$ cat config.mk
export PLATFORM = sky130hd
export DESIGN_NAME = alpm_ctrl
export DESIGN_NICKNAME = d
export VERILOG_FILES = /design/src/core/alpm_conv_seq.v /design/src/core/alpm_ctrl.v
export VERILOG_INCLUDE_DIRS = /design/src /design/src/core
export SDC_FILE = /design/constraint.sdc
export NUM_CORES = 1
export LEC_CHECK = 0
export ABC_AREA = 1
export BUFFER_PORTS_ARGS = -buffer_cell sky130_fd_sc_hd__buf_2
export CORE_ASPECT_RATIO = 0.7
export CORE_MARGIN = 1
export CORE_UTILIZATION = 39
export CTS_CLUSTER_DIAMETER = 50
export CTS_CLUSTER_SIZE = 25
export DETAILED_ROUTE_END_ITERATION = 16
export GPL_TIMING_DRIVEN = 0
export SLEW_MARGIN = 10
export SYNTH_ARGS = -nofsm -noshare
export SYNTH_HDL_FRONTEND = slang
export SYNTH_SLANG_ARGS = --single-unit
$ cat constraint.sdc
create_clock -name core_clk -period 2.2 [get_ports core_clk]
set_input_delay 0.44 -clock core_clk [delete_from_list [all_inputs] [get_ports core_clk]]
set_output_delay 0.44 -clock core_clk [all_outputs]
set_load 0.1 [all_outputs]
$ cat src/core/alpm_defs.vh
// register offsets, field positions, reset values and encodings of the low-power converter control
// assumes a 32-bit avalon-mm slave with word-aligned registers
`ifndef ALPM_DEFS_VH
`define ALPM_DEFS_VH
// ************************************************
// register word addresses
// ************************************************
`define ALPM_OFS_CFG 4'h0
`define ALPM_OFS_SC2 4'h1
`define ALPM_OFS_SC1 4'h2
`define ALPM_OFS_RESH 4'h3
`define ALPM_OFS_RESL 4'h4
`define ALPM_OFS_CMPH 4'h5
`define ALPM_OFS_CMPL 4'h6
`define ALPM_OFS_PIN1 4'h7
`define ALPM_OFS_PIN2 4'h8
`define ALPM_OFS_PWR 4'h9
// ************************************************
// field positions
// ************************************************
`define ALPM_CFG_LPC 7
`define ALPM_CFG_DIV_HI 6
`define ALPM_CFG_DIV_LO 5
`define ALPM_CFG_LSMP 4
`define ALPM_CFG_MODE_HI 3
`define ALPM_CFG_MODE_LO 2
`define ALPM_CFG_ICLK_HI 1
`define ALPM_CFG_ICLK_LO 0
`define ALPM_SC2_ACT 7
`define ALPM_SC2_TRG 6
`define ALPM_SC2_CFE 5
`define ALPM_SC2_CGT 4
`define ALPM_SC1_CONVERSION_COMPLETE_FLAG 7
`define ALPM_SC1_IEN 6
`define ALPM_SC1_CONT 5
// ************************************************
// encodings and reset values
// ************************************************
`define ALPM_ICLK_BUS 2'h0
`define ALPM_ICLK_BUS2 2'h1
`define ALPM_ICLK_ALT 2'h2
`define ALPM_ICLK_ASYNC 2'h3
`define ALPM_MODE_8 2'h0
`define ALPM_MODE_10 2'h2
`define ALPM_RST_CFG 8'h00
`define ALPM_RST_SC2 8'h00
`define ALPM_RST_SC1 8'h1F
`define ALPM_RST_BYTE 8'h00
`define ALPM_PWR_RUN 2'h0
`define ALPM_PWR_WAIT 2'h1
`define ALPM_PWR_STOP3 2'h2
`define ALPM_PWR_STOP2 2'h3
`define ALPM_CONV_CYC 8'h17
`endif

$ cat src/core/alpm_conv_seq.v
// conversion sequencer: counts out one conversion in conversion clock ticks
// assumes a one-cycle tick enable from the parent and an external sar result
`default_nettype none
module alpm_conv_seq #(
    parameter CYC_W = 8
) (
    input wire core_clk,
    input wire srst,
    input wire tick,
    input wire start,
    input wire abort,
    input wire [CYC_W-1:0] cycles,
    output wire busy,
    output reg done_ff
);
    // ************************************************
    // states
    // ************************************************
    localparam ST_IDLE = 2'b01;
    localparam ST_RUN = 2'b10;
    reg [1:0] state_ff;
    reg [1:0] nxt_state;
    reg [CYC_W-1:0] cnt_ff;
    reg [CYC_W-1:0] nxt_cnt;
    reg nxt_done;
    assign busy = state_ff[1];
    // next state; abort beats start and completion
    always @* begin
        nxt_state = state_ff;
        nxt_cnt = cnt_ff;
        nxt_done = 1'b0;
        case (state_ff)
            ST_IDLE: begin
                if (start && !abort) begin
                    nxt_state = ST_RUN;
                    nxt_cnt = cycles;
                end
            end
            ST_RUN: begin
                if (abort) begin
                    nxt_state = ST_IDLE;
                end else if (tick) begin
                    if (cnt_ff <= {{(CYC_W-1){1'b0}}, 1'b1}) begin
                        nxt_state = ST_IDLE;
                        nxt_done = 1'b1;
                    end else begin
                        nxt_cnt = cnt_ff - {{(CYC_W-1){1'b0}}, 1'b1};
                    end
                end
            end
            default: begin
                nxt_state = ST_IDLE;
            end
        endcase
    end
    // state registers
    always @(posedge core_clk) begin
        if (srst) begin
            state_ff <= ST_IDLE;
            cnt_ff <= {CYC_W{1'b0}};
            done_ff <= 1'b0;
        end else begin
            state_ff <= nxt_state;
            cnt_ff <= nxt_cnt;
            done_ff <= nxt_done;
        end
    end
endmodule // alpm_conv_seq
`default_nettype wire

$ cat src/core/alpm_ctrl.v
// low-power mode control of a successive-approximation converter, with its register file
// assumes an avalon-mm master on core_clk and power-mode/trigger inputs synchronous to it
//
// Summary of operation
// - a running conversion completes when the host enters wait
// - in wait, new starts only from hardware trigger or continuous mode
// - bus, bus/2 and async clocks all remain usable in wait
// - completion in wait sets flag and raises wake interrupt when enabled
// - stop3 without async clock aborts the conversion and idles the controller
// - result bytes keep their contents through stop3
// - after aborted stop3, a new write or trigger is needed to convert
// - with async clock selected, the converter keeps operating in stop3
// - async stop3: running conversion completes; starts only by trigger or continuous
// - completion in stop3 sets flag and wakes host when enabled
// - stop2 disables the converter; all registers return to reset values
// - config: low power 7, divider 6:5, long sample 4, mode 3:2, clock 1:0
// - divider 00 is divide by one, mode 10 is ten bits, clock 00 bus
// - second control: active 7, trigger 6, compare enable 5, greater 4
// - second control bits 3:2 read zero; bits 1:0 written zero
// - first control: complete 7, irq enable 6, continuous 5, channel 4:0
// - high byte read locks the result until the low byte is read
// - a set pin control bit disables digital control of that analog input
`include "alpm_defs.vh"
`default_nettype none
module alpm_ctrl #(
    parameter N_PINS = 16
) (
    input wire core_clk,
    input wire srst,
    // avalon-mm slave
    input wire [3:0] avs_address,
    input wire avs_read,
    input wire avs_write,
    input wire [31:0] avs_writedata,
    input wire [3:0] avs_byteenable,
    output reg [31:0] avs_readdata,
    output wire avs_waitrequest,
    output reg [1:0] avs_response,
    // host power state and converter side
    input wire [1:0] power_mode,
    input wire hw_trigger,
    input wire async_clk_tick,
    input wire alt_clk_tick,
    input wire [9:0] sar_result,
    input wire compare_hit_unused,
    output reg complete_irq_ff,
    output reg converter_enable_ff,
    output reg [N_PINS-1:0] pin_digital_disable_ff,
    output reg [4:0] channel_out_ff
);
    // ************************************************
    // registers
    // ************************************************
    reg [7:0] cfg_ff;
    reg [7:0] sc2_ff;
    reg [7:0] sc1_ff;
    reg conversion_complete_flag_ff;
    reg [9:0] result_ff;
    reg [9:0] cmp_ff;
    reg lock_ff;
    reg [7:0] pin1_ff;
    reg [7:0] pin2_ff;
    reg bus_div_ff;
    reg ack_ff;
    reg [1:0] mode_q_ff;
    reg sw_start_ff;
    reg parked_ff;
    wire busy;
    wire conv_done;
    wire [1:0] iclk;
    wire in_low_power;
    wire async_sel;
    wire abort_stop3;
    wire stop2;
    wire tick;
    wire start;
    wire wr_hit;
    wire rd_hit;
    wire cmp_ok;
    wire [10:0] diff;
    wire [9:0] eff_result;
    // byte lane 0 enabled in the byte enables
    function be_ok;
        input [3:0] be;
        begin
            be_ok = be[0];
        end
    endfunction
    // result width by mode: 8-bit mode masks the top two bits
    function [9:0] mode_mask;
        input [1:0] m;
        input [9:0] v;
        begin
            mode_mask = (m == `ALPM_MODE_10) ? v : {2'b00, v[7:0]};
        end
    endfunction
    assign iclk = cfg_ff[`ALPM_CFG_ICLK_HI:`ALPM_CFG_ICLK_LO];
    assign async_sel = (iclk == `ALPM_ICLK_ASYNC);
    assign stop2 = (power_mode == `ALPM_PWR_STOP2);
    assign in_low_power = (power_mode == `ALPM_PWR_WAIT) || (power_mode == `ALPM_PWR_STOP3);
    // stop3 halts every clock but the async one
    assign abort_stop3 = (power_mode == `ALPM_PWR_STOP3) && !async_sel;
    // ************************************************
    // conversion clock selection
    // ************************************************
    // all sources stay live in wait; only async survives stop3
    assign tick = (iclk == `ALPM_ICLK_BUS) ? 1'b1 :
                  (iclk == `ALPM_ICLK_BUS2) ? bus_div_ff :
                  (iclk == `ALPM_ICLK_ALT) ? alt_clk_tick : async_clk_tick;
    // ************************************************
    // start arbitration
    // ************************************************
    // software starts only count in run; trigger or continuous restart elsewhere
    // continuous mode stays parked after a stop3 abort so it cannot resume on its own
    assign start = converter_enable_ff && !busy && !stop2 &&
                   (sc2_ff[`ALPM_SC2_TRG] ? hw_trigger
                    : ((sw_start_ff && !in_low_power) ||
                       (sc1_ff[`ALPM_SC1_CONT] && !abort_stop3 && !lock_ff && !parked_ff)));
    alpm_conv_seq #(
        .CYC_W(8)
    ) u_seq (
        .core_clk(core_clk),
        .srst(srst),
        .tick(tick),
        .start(start),
        .abort(abort_stop3 || stop2),
        .cycles(`ALPM_CONV_CYC),
        .busy(busy),
        .done_ff(conv_done)
    );
    // ************************************************
    // compare and result transfer
    // ************************************************
    assign eff_result = mode_mask(cfg_ff[`ALPM_CFG_MODE_HI:`ALPM_CFG_MODE_LO], sar_result);
    assign diff = {1'b0, eff_result} - {1'b0, cmp_ff};
    assign cmp_ok = !sc2_ff[`ALPM_SC2_CFE] ||
                    (sc2_ff[`ALPM_SC2_CGT] ? !diff[10] : diff[10]);
    // ************************************************
    // bus decode
    // ************************************************
    // single-cycle slave: every access answered in the cycle it is seen
    assign avs_waitrequest = 1'b0;
    assign wr_hit = avs_write && be_ok(avs_byteenable);
    assign rd_hit = avs_read;
    // register file and converter state
    always @(posedge core_clk) begin
        if (srst || stop2) begin
            cfg_ff <= `ALPM_RST_CFG;
            sc2_ff <= `ALPM_RST_SC2;
            sc1_ff <= `ALPM_RST_SC1;
            conversion_complete_flag_ff <= 1'b0;
            result_ff <= 10'h000;
            cmp_ff <= 10'h000;
            lock_ff <= 1'b0;
            pin1_ff <= `ALPM_RST_BYTE;
            pin2_ff <= `ALPM_RST_BYTE;
            sw_start_ff <= 1'b0;
            converter_enable_ff <= 1'b0;
            parked_ff <= 1'b0;
        end else begin
            sw_start_ff <= 1'b0;
            converter_enable_ff <= 1'b1;
            // completion: flag set wins over a clearing access in the same cycle
            if (conv_done && cmp_ok && !lock_ff) begin
                conversion_complete_flag_ff <= 1'b1;
                result_ff <= sc2_ff[`ALPM_SC2_CFE] ? diff[9:0] : eff_result;
            end else if (wr_hit && avs_address == `ALPM_OFS_SC1) begin
                conversion_complete_flag_ff <= 1'b0;
            end else if (rd_hit && avs_address == `ALPM_OFS_RESL) begin
                conversion_complete_flag_ff <= 1'b0;
            end
            // high byte read freezes the result until the low byte is read
            if (rd_hit && avs_address == `ALPM_OFS_RESH) begin
                lock_ff <= 1'b1;
            end else if (rd_hit && avs_address == `ALPM_OFS_RESL) begin
                lock_ff <= 1'b0;
            end
            if (wr_hit) begin
                case (avs_address)
                    `ALPM_OFS_CFG: cfg_ff <= avs_writedata[7:0];
                    `ALPM_OFS_SC2: sc2_ff <= {1'b0, avs_writedata[6:4], 4'h0};
                    `ALPM_OFS_SC1: begin
                        sc1_ff <= {1'b0, avs_writedata[6:0]};
                        sw_start_ff <= 1'b1;
                        parked_ff <= 1'b0;
                        lock_ff <= 1'b0;
                    end
                    `ALPM_OFS_CMPH: cmp_ff[9:8] <= avs_writedata[1:0];
                    `ALPM_OFS_CMPL: cmp_ff[7:0] <= avs_writedata[7:0];
                    `ALPM_OFS_PIN1: pin1_ff <= avs_writedata[7:0];
                    `ALPM_OFS_PIN2: pin2_ff <= avs_writedata[7:0];
                    default: begin
                    end
                endcase
            end
            // a stop3 abort leaves result and flag alone and parks continuous mode
            if (abort_stop3) begin
                sw_start_ff <= 1'b0;
                parked_ff <= 1'b1;
            end
        end
    end
    // bus/2 divider, interrupt and pin outputs
    always @(posedge core_clk) begin
        if (srst || stop2) begin
            bus_div_ff <= 1'b0;
            complete_irq_ff <= 1'b0;
            pin_digital_disable_ff <= {N_PINS{1'b0}};
            channel_out_ff <= 5'h1F;
        end else begin
            bus_div_ff <= ~bus_div_ff;
            complete_irq_ff <= conversion_complete_flag_ff && sc1_ff[`ALPM_SC1_IEN];
            pin_digital_disable_ff <= {pin2_ff, pin1_ff};
            channel_out_ff <= sc1_ff[4:0];
        end
    end
    // read data and response, decoded combinationally for the zero-wait answer
    always @* begin
        avs_readdata = 32'h0000_0000;
        avs_response = 2'h0;
        case (avs_address)
            `ALPM_OFS_CFG: avs_readdata[7:0] = cfg_ff;
            `ALPM_OFS_SC2: avs_readdata[7:0] = {busy, sc2_ff[6:4], 4'h0};
            `ALPM_OFS_SC1: avs_readdata[7:0] = {conversion_complete_flag_ff, sc1_ff[6:0]};
            `ALPM_OFS_RESH: avs_readdata[7:0] = {6'h00, result_ff[9:8]};
            `ALPM_OFS_RESL: avs_readdata[7:0] = result_ff[7:0];
            `ALPM_OFS_CMPH: avs_readdata[7:0] = {6'h00, cmp_ff[9:8]};
            `ALPM_OFS_CMPL: avs_readdata[7:0] = cmp_ff[7:0];
            `ALPM_OFS_PIN1: avs_readdata[7:0] = pin1_ff;
            `ALPM_OFS_PIN2: avs_readdata[7:0] = pin2_ff;
            default: avs_response = 2'h2;
        endcase
    end
endmodule // alpm_ctrl
`default_nettype wire

==> summary.txt <==
Final layout
  – Fillers: between 1000 and 1500
  – Antenna diodes: 0
  – Fin util: about half
  – Layout Cells excl Fill: approximately 930
  – Design area: 0.006092 mm2
  – Nets: between 800 and 900
  – Syn-to-layout area delta: 28.03%
  – Layout cells sized above 1: 25.94%
  – Reg area: around 0.0019 mm2
  – Multi-input logic area: approximately 0.0026 mm2

Placed design
  – Gpl congestion: about 0.9
  – DP HPWL: ~11000 um
  – I/O Buffers: slightly above 60
  – Dpl cell area: approximately 0.0054 mm2
  – Dpl cells: around 910

Setup path
  – Kind of critical path: input port to output pin
  – R2r endpoint: result_ff[9]$_SDFFE_PN0P_
  – R2R cell count: 14
  – Register-to-register path setup slack: between 0.1 and 0.15 ns
  – Max FO, Critical Path: 4
  – Critical Path AT: ~1.7 ns
  – R2R Path Start: cfg_ff[3]$_SDFFE_PN0P_
  – CP Capture Type: output pin
  – Setup crit start kind: input port
  – Required @ worst endpoint: roughly 1.8 ns

Die
  – Initial Util: between 40% and 50%
  – Top-level port count: about 120
  – Die height: about 94 um
  – Die width: ~130 um
  – Core Box Area: 0.01181 mm2
  – Site Rows: 33
  – Die area: roughly 0.013 mm2

Yosys
  – Asr flop ratio synth: 0%
  – Number of flops mapped to enable cells by yosys: 0
  – Top-area cell type share of the netlist area: 39.13%
  – Ranking of synthesized cells by area: dfxtp_1 (39%), nand2_1 (8.7%), a21oi_1 (8.3%)
  – #FFs+latches synth: 93
  – Sequential share of the synthesized area: just under 40%
  – Synthesized instance count: approximately 670
  – Largest area contributor in the netlist: dfxtp_1
  – Predominant post-synthesis flop cell: dfxtp_1
  – Synth cell types: 39
  – Top cells by count, synth: nand2_1 (110), dfxtp_1 (93), inv_1 (91)
  – Syn avg cell area: roughly 7.1 um2
  – Yosys warning total: 0
  – Mapped cell area: between 0.004 and 0.005 mm2
  – Top-count cell post-synth: nand2_1

Power and ir drop
  – Sequential share of power: about two fifths
  – Sw frac: 28.31%
  – Net Switching: between 1 and 1.5 mW
  – P_int: between 2 and 3 mW
  – Peak VDD IR: ~500 uV
  – Combinational share of power: ~15%
  – Power share of the clock group: 43.9%
  – Pwr dens: between 600 and 700 mW/mm2
  – Leakage: ~2.8 nW

STA
  – RSZ-0062 raised after global routing: yes
  – Final Max Slew Viols: 0
  – Worst-Margin Slew: around 0.63 ns
  – Max Fclk: ~0.47 GHz
  – Final setup viols: 0
  – Clk_skew: 0.007571 ns
  – Endpoints failing hold: 0
  – Total Neg Setup Slack: 0 ns
  – WHS: just under 0.4 ns
  – Period utilisation layout: between 90% and 100%
  – Max transition margin: approximately three fifths
  – Post-route minimum period: 2.150 ns

Global routing
  – Number of global-route vias before repair: about 3900
  – First-pass GRT wire length: slightly above 20000 um
  – Largest net degree at the start of global routing: 18
  – Antenna violations before repair: 0
  – Total track usage: 21.82%
  – Congestion Overflow GR: 0

Detailed routing
  – DRT antenna net count: 0
  – Drc violations: 0
  – Avg Vias per Cell: 4.921
  – Post-DR wirelength/cell: 14.61 um
  – DR iter-0 viols: 307
  – Detailed Routing Iterations Pass 1: 5
  – Via count: 4586
  – DRT Wirelength: 13620 um

CTS
  – Num CTS Buffers: 9
  – CTS max path bufs: 2
  – Clock sink count: 93
  – CTS tree: done
  – H-tree level count: 3
  – Root Driver: clkbuf_16
  – Skew-Pair Late Insertion Delay: about 0.35 ns
  – Clk slew on worst S/H paths: roughly 0.07 ns

Status
  – Status: complete, no violations

Min path
  – Min-delay src: avs_writedata[7]
  – Hold endpoint: cfg_ff[7]$_SDFFE_PN0P_
  – Hold Path Stages: 3
  – HP Class: input port to flop

Flow run
  – MaxCap Viol Count: 0
==> layout by cell type (no fill, tap or decap), types with 3 or more instances in the layout <==
| cell type | n |
|---|---|
| a21oi_1 | 73 |
| a21oi_2 | 5 |
| buf_12 | 6 |
| buf_2 | 60 |
| buf_4 | 32 |
| buf_8 | 3 |
| bufinv_16 | 3 |
| clkbuf_1 | 10 |
| clkbuf_16 | 9 |
| conb_1 | 26 |
| dfxtp_1 | 92 |
| ha_1 | 13 |
| inv_1 | 87 |
| inv_2 | 9 |
| inv_6 | 3 |
| nand2_1 | 105 |
| nand2_2 | 14 |
| nand2_4 | 6 |
| nand3_1 | 35 |
| nand3_2 | 8 |
| nand4_1 | 3 |
| nor2_1 | 56 |
| nor2_2 | 12 |
| nor2_4 | 4 |
| nor3_1 | 5 |
| o21ai_0 | 47 |
| o22ai_1 | 8 |
| o22ai_2 | 5 |
| or2_2 | 5 |
| xor2_1 | 4 |
==> power groups by stage <==
stage	combinational, mW	clock (mW)	sequential [mW]
after global placement	0.589	0	1.74
after detailed placement	0.591	0	1.74
after floorplan	0.456	0	1.76
after CTS	0.608	1.85	1.70
after global routing	0.671	1.93	1.70
final	0.629	1.82	1.70
==> logic make-up (layout without fill, tap and decap cells) <==
| group | Yosys count | count (layout) | share of synthesized area, % |
|---|---|---|---|
| and+or+nand+nor | 257 | 257 | 24.59 |
| AOI/OAI and AO/OA | 152 | 152 | 17.12 |
| buffers and inverters | 143 | 226 | 13.86 |
| DFF | 93 | 93 | 39.13 |
| adders and majority gates | 15 | 15 | 4.102 |
| xor gates and xnor gates | 5 | 5 | 0.9203 |
| other | 1 | 26 | 0.07881 |
| muxes | 1 | 1 | 0.2104 |
==> critical path, cell delays in order <==
cell and delay, ns:
buf_2 0.11, inv_2 0.07, nand2_4 0.09, inv_2 0.07, nand2_4 0.09, nor2_1 0.06, a221oi_2 0.34, o2111ai_4 0.21
buf_12 0.22
==> layer usage <==
| metal | GRT usage (%) | share of wire, % | vias to the layer above |
|---|---|---|---|
| li1 | - | - | 2322 |
| met1 | 32.85 | 49 | 2095 |
| met2 | 31.52 | 42 | 156 |
| met3 | 4.509 | 7.4 | 13 |
| met4 | 4.775 | 0.93 | 0 |
| met5 | 0 | 0 | - |
==> how the worst max path moves through the flow <==
stage	startpoint	end	slack, ns	cells after the start
global placement	avs_address[3]	avs_readdata[3]	-0.50	7
finish	avs_address[2]	avs_readdata[0]	0.05	9
CTS	sc2_ff[5]$_SDFFE_PN0P_	avs_readdata[5]	-0.02	6
global route	avs_address[1]	avs_readdata[2]	-0.02	11
detailed placement	avs_address[2]	avs_readdata[0]	-0.47	9
floorplan	avs_address[2]	avs_readdata[0]	0.02	7
==> state kept, by name (all words and copies together) (netlist names), 2 cells and up <==
name                    count
pin2_ff                     8
sc2_ff                      3
sc1_ff                      7
pin_digital_disable_ff     16
u_seq.state_ff              2
pin1_ff                     8
channel_out_ff              5
cfg_ff                      8
u_seq.cnt_ff                8
result_ff                  10
cmp_ff                     10
==> metrics by stage <==
step           total power, mW  setup WS [ns]
6_report                 4.154        0.05008
5_1_grt                  4.304       -0.02025
4_1_cts                  4.159       -0.01576
3_5_place_dp             2.331        -0.4660
3_3_place_gp             2.328        -0.4964
2_1_floorplan            2.214        0.02352
==> cell type report <==
type	count	area share [%]
repair buffers	67	7.435
well taps	157	3.224
multi-input cells	456	42.00
clock inverters	7	2.095
plain buffers	45	4.847
inverters	98	6.120
clock buffers	9	3.697
flip-flops and latches	93	30.58
==> repair_timing <==
item                                   in CTS  in global routing
pin swaps                                   2                  5
setup endpoints to repair                   8                 16
hold buffers                                0                  0
buffers inserted                            0                  5
gates resized for setup                    45                 22
endpoints found under the hold margin       0                  0
Power figures use the tool's default switching activity.
